[config.mk]
export PLATFORM = sky130hd
export DESIGN_NAME = dspr_ctl_flat
export DESIGN_NICKNAME = d
export VERILOG_FILES = /design/src/dspr_pkg.sv /design/src/dspr_link_if.sv /design/src/dspr_ctl.sv /design/src/flat_wrapper.sv
export VERILOG_INCLUDE_DIRS = /design/src /design/src/src
export SDC_FILE = /design/constraint.sdc
export NUM_CORES = 1
export LEC_CHECK = 0
export ABC_AREA = 1
export ABC_CLOCK_PERIOD_IN_PS = 1400
export BUFFER_PORTS_ARGS = -buffer_cell sky130_fd_sc_hd__buf_2
export CORE_MARGIN = 1.5
export CORE_UTILIZATION = 40
export CTS_CLUSTER_DIAMETER = 150
export DETAILED_ROUTE_END_ITERATION = 7
export MAX_ROUTING_LAYER = met4
export PLACE_DENSITY = 0.78
export SYNTH_ARGS = -nofsm -noshare
export SYNTH_HDL_FRONTEND = slang
export SYNTH_SLANG_ARGS = --single-unit
[constraint.sdc]
create_clock -name i_clk_sys -period 1.4 [get_ports i_clk_sys]
set_input_delay 0.28 -clock i_clk_sys [delete_from_list [all_inputs] [get_ports i_clk_sys]]
set_output_delay 0.28 -clock i_clk_sys [all_outputs]
set_load 0.005 [all_outputs]
[src/dspr_params.svh]
// constants for the debug system power and reset request block
`ifndef DSPR_PARAMS_SVH
`define DSPR_PARAMS_SVH

// ****************************************************************
// device register offsets (12-bit byte addresses)
// ****************************************************************
`define DSPR_OFS_PCR        12'hB00
`define DSPR_OFS_PSR        12'hB80
`define DSPR_OFS_RSTRR      12'hC18
`define DSPR_OFS_RSTAR      12'hC1C
`define DSPR_BANK_MASK      12'hF80

// ****************************************************************
// device field positions and codes
// ****************************************************************
`define DSPR_BIT_PRESENT    0
`define DSPR_BIT_PR         1
`define DSPR_BIT_RR         0
`define DSPR_BIT_RA         0
`define DSPR_PS_OFF         2'h0
`define DSPR_PS_ON          2'h1
`define DSPR_PS_HELD        2'h3
`define DSPR_RST_PR         32'h0000_0000
`define DSPR_RST_RR         1'h0
`define DSPR_RST_RA         1'h0

// ****************************************************************
// controller register offsets and fields
// ****************************************************************
`define DSPR_HOFS_CMD       8'h00
`define DSPR_HOFS_STAT      8'h04
`define DSPR_CMD_DOM_LSB    0
`define DSPR_CMD_OP_LSB     8
`define DSPR_CMD_VAL_BIT    12
`define DSPR_STAT_BUSY      0
`define DSPR_STAT_REFUSED   1
`define DSPR_STAT_PS_LSB    2
`define DSPR_STAT_RA        4

`endif

[src/dspr_pkg.sv]
// types shared by both ends of the debug power and reset request link
package dspr_pkg;

    // controller operations, code = value of the op field
    typedef enum logic [1:0] {
        DSPR_OP_POLL,
        DSPR_OP_ON,
        DSPR_OP_OFF,
        DSPR_OP_RST
    } dspr_op_t;

    // controller sequencer states
    typedef enum logic [2:0] {
        DSPR_H_IDLE,
        DSPR_H_CHK,
        DSPR_H_CHK_W,
        DSPR_H_WRITE,
        DSPR_H_WR_W,
        DSPR_H_ACK,
        DSPR_H_ACK_W
    } dspr_hstate_t;

    // whole state of the device end
    typedef struct packed {
        logic [31:0] pr;        // power request bits
        logic [31:0] held;      // domains shown as powered and held
        logic [31:0] pwr_req;   // demand to the power controller
        logic        rr;        // reset request bit
        logic        ra;        // reset acknowledge bit
        logic        rst_req;   // request to the reset controller
        logic        rsp_valid; // answer strobe on the link
        logic [31:0] rdata;     // answer data on the link
    } dspr_dev_state_t;

    // whole state of the controller end
    typedef struct packed {
        dspr_hstate_t st;       // sequencer state
        dspr_op_t     op;       // operation in progress
        logic [4:0]   dom;      // target domain
        logic         val;      // reset request value to write
        logic         refused;  // last power-on refused
        logic [1:0]   last_ps;  // last status field read
        logic         ra;       // last reset acknowledge read
        logic         req_valid;
        logic         req_write;
        logic [11:0]  req_addr;
        logic [31:0]  req_wdata;
        logic         pready;
        logic [31:0]  prdata;
        logic         pslverr;
    } dspr_host_state_t;

endpackage

[src/dspr_link_if.sv]
// register link between the debug controller and the request block
`timescale 1ns/1ps
`default_nettype none

interface dspr_link_if;
    logic        req_valid;   // one-cycle request strobe
    logic        req_write;   // 1 write, 0 read
    logic [11:0] req_addr;    // byte address
    logic [31:0] req_wdata;   // write data
    logic        rsp_valid;   // one-cycle answer strobe
    logic [31:0] rsp_rdata;   // read data, zero for writes

    // device end
    modport dev (
        input  req_valid,
        input  req_write,
        input  req_addr,
        input  req_wdata,
        output rsp_valid,
        output rsp_rdata
    );

    // controller end
    modport ctl (
        output req_valid,
        output req_write,
        output req_addr,
        output req_wdata,
        input  rsp_valid,
        input  rsp_rdata
    );
endinterface

`default_nettype wire

[src/dspr_ctl.sv]
// controller end: APB command registers driving the request link
`timescale 1ns/1ps
`default_nettype none

`include "dspr_params.svh"

module dspr_ctl (
    input  wire logic        i_clk_sys,   // register clock
    input  wire logic        i_arst_n,    // asynchronous reset, active low
    input  wire logic        i_psel,      // APB select
    input  wire logic        i_penable,   // APB enable
    input  wire logic        i_pwrite,    // APB direction
    input  wire logic [7:0]  i_paddr,     // APB byte address
    input  wire logic [31:0] i_pwdata,    // APB write data
    output logic             o_pready,    // APB ready
    output logic      [31:0] o_prdata,    // APB read data
    output logic             o_pslverr,   // APB error, unmapped address
    dspr_link_if.ctl         link         // register link
);

    // ****************************************************************
    // helpers
    // ****************************************************************

    // address of a domain's word in a per-domain bank
    function automatic logic [11:0] dom_addr(input logic [11:0] base,
                                             input logic [4:0] dom);
        dom_addr = base | {5'h00, dom, 2'h0};
    endfunction

    // ****************************************************************
    // state
    // ****************************************************************
    dspr_pkg::dspr_host_state_t cur;       // registered state
    dspr_pkg::dspr_host_state_t next_cur;  // next state

    logic setup;    // APB setup cycle
    logic access;   // APB access completing this edge
    logic mapped;   // address hits a register

    assign setup  = i_psel & ~i_penable & ~cur.pready;
    assign access = i_psel & i_penable & cur.pready;
    assign mapped = (i_paddr == `DSPR_HOFS_CMD) | (i_paddr == `DSPR_HOFS_STAT);

    // ****************************************************************
    // next-state logic
    // ****************************************************************
    always_comb begin
        next_cur           = cur;
        next_cur.req_valid = 1'b0;
        next_cur.pready    = 1'b0;
        next_cur.pslverr   = 1'b0;
        next_cur.prdata    = 32'h0000_0000;

        // APB setup: answer ready for the access phase
        if (setup) begin
            next_cur.pready  = 1'b1;
            next_cur.pslverr = ~mapped;
            if (i_paddr == `DSPR_HOFS_STAT && !i_pwrite) begin
                next_cur.prdata[`DSPR_STAT_BUSY]    = cur.st != dspr_pkg::DSPR_H_IDLE;
                next_cur.prdata[`DSPR_STAT_REFUSED] = cur.refused;
                next_cur.prdata[`DSPR_STAT_PS_LSB +: 2] = cur.last_ps;
                next_cur.prdata[`DSPR_STAT_RA]      = cur.ra;
            end
        end

        // sequencer
        case (cur.st)
            dspr_pkg::DSPR_H_IDLE: begin
                // command taken only while idle
                if (access && i_pwrite && i_paddr == `DSPR_HOFS_CMD) begin
                    next_cur.dom     = i_pwdata[`DSPR_CMD_DOM_LSB +: 5];
                    next_cur.op      = dspr_pkg::dspr_op_t'(i_pwdata[`DSPR_CMD_OP_LSB +: 2]);
                    next_cur.val     = i_pwdata[`DSPR_CMD_VAL_BIT];
                    next_cur.refused = 1'b0;
                    if (next_cur.op == dspr_pkg::DSPR_OP_POLL ||
                        next_cur.op == dspr_pkg::DSPR_OP_ON) begin
                        next_cur.st = dspr_pkg::DSPR_H_CHK;
                    end else begin
                        next_cur.st = dspr_pkg::DSPR_H_WRITE;
                    end
                end
            end
            dspr_pkg::DSPR_H_CHK: begin
                // read the domain's status
                next_cur.req_valid = 1'b1;
                next_cur.req_write = 1'b0;
                next_cur.req_addr  = dom_addr(`DSPR_OFS_PSR, cur.dom);
                next_cur.st        = dspr_pkg::DSPR_H_CHK_W;
            end
            dspr_pkg::DSPR_H_CHK_W: begin
                if (link.rsp_valid) begin
                    next_cur.last_ps = link.rsp_rdata[1:0];
                    if (cur.op != dspr_pkg::DSPR_OP_ON) begin
                        next_cur.st = dspr_pkg::DSPR_H_ACK;
                    end else if (link.rsp_rdata[1:0] == `DSPR_PS_HELD) begin
                        // earlier handshake not yet closed
                        next_cur.refused = 1'b1;
                        next_cur.st      = dspr_pkg::DSPR_H_IDLE;
                    end else begin
                        next_cur.st = dspr_pkg::DSPR_H_WRITE;
                    end
                end
            end
            dspr_pkg::DSPR_H_WRITE: begin
                next_cur.req_valid = 1'b1;
                next_cur.req_write = 1'b1;
                next_cur.req_wdata = 32'h0000_0000;
                if (cur.op == dspr_pkg::DSPR_OP_RST) begin
                    next_cur.req_addr = `DSPR_OFS_RSTRR;
                    next_cur.req_wdata[`DSPR_BIT_RR] = cur.val;
                end else begin
                    // 1 starts, 0 ends or withdraws
                    next_cur.req_addr = dom_addr(`DSPR_OFS_PCR, cur.dom);
                    next_cur.req_wdata[`DSPR_BIT_PR] = cur.op == dspr_pkg::DSPR_OP_ON;
                end
                next_cur.st = dspr_pkg::DSPR_H_WR_W;
            end
            dspr_pkg::DSPR_H_WR_W: begin
                if (link.rsp_valid) begin
                    next_cur.st = dspr_pkg::DSPR_H_ACK;
                end
            end
            dspr_pkg::DSPR_H_ACK: begin
                // read the reset acknowledge
                next_cur.req_valid = 1'b1;
                next_cur.req_write = 1'b0;
                next_cur.req_addr  = `DSPR_OFS_RSTAR;
                next_cur.st        = dspr_pkg::DSPR_H_ACK_W;
            end
            dspr_pkg::DSPR_H_ACK_W: begin
                if (link.rsp_valid) begin
                    next_cur.ra = link.rsp_rdata[`DSPR_BIT_RA];
                    next_cur.st = dspr_pkg::DSPR_H_IDLE;
                end
            end
            default: begin
                next_cur.st = dspr_pkg::DSPR_H_IDLE;
            end
        endcase
    end

    // ****************************************************************
    // state register
    // ****************************************************************
    always_ff @(posedge i_clk_sys or negedge i_arst_n) begin
        if (!i_arst_n) begin
            cur.st        <= dspr_pkg::DSPR_H_IDLE;
            cur.op        <= dspr_pkg::DSPR_OP_POLL;
            cur.dom       <= 5'h00;
            cur.val       <= 1'h0;
            cur.refused   <= 1'h0;
            cur.last_ps   <= 2'h0;
            cur.ra        <= 1'h0;
            cur.req_valid <= 1'h0;
            cur.req_write <= 1'h0;
            cur.req_addr  <= 12'h000;
            cur.req_wdata <= 32'h0000_0000;
            cur.pready    <= 1'h0;
            cur.prdata    <= 32'h0000_0000;
            cur.pslverr   <= 1'h0;
        end else begin
            cur <= next_cur;
        end
    end

    // ****************************************************************
    // outputs
    // ****************************************************************
    assign o_pready       = cur.pready;
    assign o_prdata       = cur.prdata;
    assign o_pslverr      = cur.pslverr;
    assign link.req_valid = cur.req_valid;
    assign link.req_write = cur.req_write;
    assign link.req_addr  = cur.req_addr;
    assign link.req_wdata = cur.req_wdata;

endmodule

`default_nettype wire

[src/flat_wrapper.sv]
// flat-port wrapper written by rule: the top's interface ports become plain ports
module dspr_ctl_flat 
  (i_clk_sys, i_arst_n, i_psel, i_penable, i_pwrite, i_paddr, i_pwdata, o_pready, o_prdata, o_pslverr, link_req_valid, link_req_write, link_req_addr, link_req_wdata, link_rsp_valid, link_rsp_rdata);
  dspr_link_if link_i ();
  input  wire logic i_clk_sys;
  input  wire logic i_arst_n;
  input  wire logic i_psel;
  input  wire logic i_penable;
  input  wire logic i_pwrite;
  input  wire logic [7:0] i_paddr;
  input  wire logic [31:0] i_pwdata;
  output logic o_pready;
  output logic      [31:0] o_prdata;
  output logic o_pslverr;
  output wire logic [$bits(link_i.req_valid)-1:0] link_req_valid;
  output wire logic [$bits(link_i.req_write)-1:0] link_req_write;
  output wire logic [$bits(link_i.req_addr)-1:0] link_req_addr;
  output wire logic [$bits(link_i.req_wdata)-1:0] link_req_wdata;
  input wire logic [$bits(link_i.rsp_valid)-1:0] link_rsp_valid;
  input wire logic [$bits(link_i.rsp_rdata)-1:0] link_rsp_rdata;
  assign link_req_valid = link_i.req_valid;
  assign link_req_write = link_i.req_write;
  assign link_req_addr = link_i.req_addr;
  assign link_req_wdata = link_i.req_wdata;
  assign link_i.rsp_valid = link_rsp_valid;
  assign link_i.rsp_rdata = link_rsp_rdata;
  dspr_ctl u_core (.i_clk_sys(i_clk_sys), .i_arst_n(i_arst_n), .i_psel(i_psel), .i_penable(i_penable), .i_pwrite(i_pwrite), .i_paddr(i_paddr), .i_pwdata(i_pwdata), .o_pready(o_pready), .o_prdata(o_prdata), .o_pslverr(o_pslverr), .link(link_i));
endmodule
==> results.tsv <==
metric	value	unit
Final Hold Vio Count	0	
Die Height	74.95	um
GPL Wtd Cong	0.9371	
RSZ-0062 raised after global routing	no	
Worst Skew	0.005861	ns
switching power	0.5232	mW
core area	5042	um^2
root buf cell	clkbuf_8	
Antenna Cells	0	
Port Buf Inserts	44	
Area Overhead vs Synth	3.988	%
Crit. End Element	flop	
leakage power	1.211	nW
worst r2r src	u_core.cur[93]	
Syn Inst Count	243	
synth warn	0	
clk buf depth	2	
Clock power frac	36.4	%
Max VDD drop	0.0003174	V
DP Area	2041	um^2
Core Rows	26	
sequential share of power	51.9	%
Hold Path Class	input port to async pin	
first-pass GRT wire length	5.119	mm
synth top area cells	dfrtp_1 (42%), buf_4 (28%), nand2_1 (9.1%)	
DP Wirelength	2.590	mm
drt first pass iters	4	
CTS tree	yes	
final setup vio count	0	
# fillers	496	
layout cells sized above 1	25.71	%
R2R Path End	u_core.cur[91]	
routed vias	1414	
H-tree depth	2	
Post-Synth Simple-Gate Area	19.34	%
DR WL/cell	9.566	um
Setup TNS Final	0	ns
fin nets	357	
final wirelength	3.348	mm
I/O pin count	158	
Final Slew Violations	0	
Final Cycle Share	92.15	%
post-route cell area	2153	um^2
clock latency on the worst-skew pair	0.29	ns
TritonCTS Sinks	35	
Mapped Area	2071	um^2
post-layout minimum cycle time	1.290	ns
chip width	74.95	um
DRC	0	
Overflow after GRT	0	
CP max FO	12	
Worst R2R Path Depth	5	
initial antenna violation count	0	
number of global-route vias before repair	1190	
Distinct cells, synth	25	
Net Sw Frac	24.19	%
largest family of logic cells by synthesized area	buffers and inverters	
Synth Area in Compound Gates	5.619	%
TritonCTS Buffers	5	
Worst EP required	1.56	ns
Pint	1.639	mW
crit start category	flop	
Gate power share	11.7	%
WHS	0.01775	ns
Adder-Cell Fraction of Synth Area	0	%
register area share after synthesis	42.30	%
flops & latches, synth	35	
Vias/cell	4.040	
Setup CP Type	flop to flop	
initial core utilization	41.07	%
Max Freq	775.1	MHz
post-synth top area cell	dfrtp_1	
share of the synthesized area in the top cell type	42.30	%
largest net degree at the start of global routing	36	
hold buffer count at CTS	0	
Mapped Avg Cell Area	8.522	um^2
pwr dens	1004	nW/um^2
Post-Synth XOR/XNOR Area	0	%
GRT Util Overall	12.76	%
initial DRC count	87	
Util after Layout	42.70	%
status	completed	
clock-pin slew on the worst setup and hold paths	0.07	ns
maxcap violations	0	
post-synthesis mux area share	0	%
Die Area	5618	um^2
reg2reg setup slack	0.11	ns
Final ANT Viol Nets	0	
CP arrival	1.45	ns
cell type report:
type | count | area (um^2) | area share (%)
Tap cell | 70 | 87.58 | 4.067
Multi-Input combinational cell | 169 | 749.5 | 34.81
Sequential cell | 35 | 877.1 | 40.73
Inverter | 18 | 73.82 | 3.428
Timing Repair Buffer | 50 | 265.3 | 12.32
Clock buffer | 8 | 100.1 | 4.648
Yosys cell counts:
master	number
nand2_2	1
dfrtp_1	35
or2_2	1
o21ai_0	11
and2_1	1
inv_1	14
o211ai_1	2
inv_2	2
nand3b_1	1
nand3_4	1
nand3_1	8
a31oi_1	2
buf_6	2
buf_4	77
conb_1	1
clkinv_2	1
inv_6	1
a21oi_1	5
nor2_4	2
nand2_1	50
nor3_1	3
nand2_4	1
nand4_1	2
o21ai_2	1
nor2_1	18
logic make-up (layout without fill, tap and decap cells):
group,after synthesis,count (layout)
AOI/OAI and AO/OA,21,21
DFF,35,35
and+or+nand+nor,89,89
other,1,59
buffers and inverters,97,76
placed cells by master, fill, tap and decap left out, drive strengths merged, types with 2 or more instances in the layout:
cell    Yosys  routed
conb        1      59
nand2      52      52
buf        79      50
dfrtp      35      35
nor2       20      20
inv        17      17
o21ai      12      12
nand3       9       9
clkbuf      0       8
a21oi       5       5
nor3        3       3
a31oi       2       2
nand4       2       2
o211ai      2       2
metrics by stage:
stage / setup slack, ns / total power, mW / instances
3_3_place_gp: 0.07240 / 1.382 / 342
3_5_place_dp: 0.05761 / 1.393 / 342
4_1_cts: 0.04620 / 2.176 / 350
2_1_floorplan: 0.2114 / 1.457 / 301
6_report: 0.1098 / 2.163 / 350
5_1_grt: 0.007063 / 2.275 / 350
per-layer routing:
layer | wire length (um) | track usage (%) | share of wire, %
met1 | 1355 | 13.61 | 40
met2 | 1637 | 21.04 | 49
met3 | 291 | 4.150 | 8.7
met4 | 63 | 6.667 | 1.9
met5 | 0 | - | 0
power by group through the flow:
stage	Clock, mW	Combinational [mW]	Sequential, mW
3_3_place_gp	0	0.247	1.14
6_report	0.788	0.252	1.12
2_1_floorplan	0	0.323	1.13
4_1_cts	0.800	0.254	1.12
5_1_grt	0.843	0.303	1.13
3_5_place_dp	0	0.253	1.14
how the worst max path moves through the flow:
stage	endpoint	cells after the start	from	slack (ns)
finish	u_core.cur[91]	5	u_core.cur[93]	0.11
floorplan	u_core.cur[91]	8	u_core.cur[94]	0.21
CTS	u_core.link.req_addr[5]	4	u_core.cur[94]	0.05
global placement	u_core.link.req_addr[6]	4	u_core.cur[94]	0.07
global route	u_core.link.req_addr[5]	5	u_core.cur[93]	0.007
detailed placement	u_core.link.req_addr[5]	4	u_core.cur[94]	0.06
worst max-delay path, stage by stage, from the launching register on:
cell	delay (ns)
dfrtp_1	0.44
buf_4	0.18
nor2_4	0.13
nand3_4	0.12
clkinv_2	0.18
o21ai_0	0.11
repair_timing:
item                                    in CTS  in global routing
resized for setup                            0                  4
endpoints found under the setup margin       0                  8
buffers inserted                             0                  0
flip-flops by register name, indices dropped and copies added (netlist names):
name and cells:
u_core.link.req_addr 9, u_core.o_pslverr 1, u_core.cur 15, u_core.o_pready 1
u_core.o_prdata 5, u_core.link.req_valid 1, u_core.link.req_write 1, u_core.link.req_wdata 2
(Power assumes the default switching activity.)
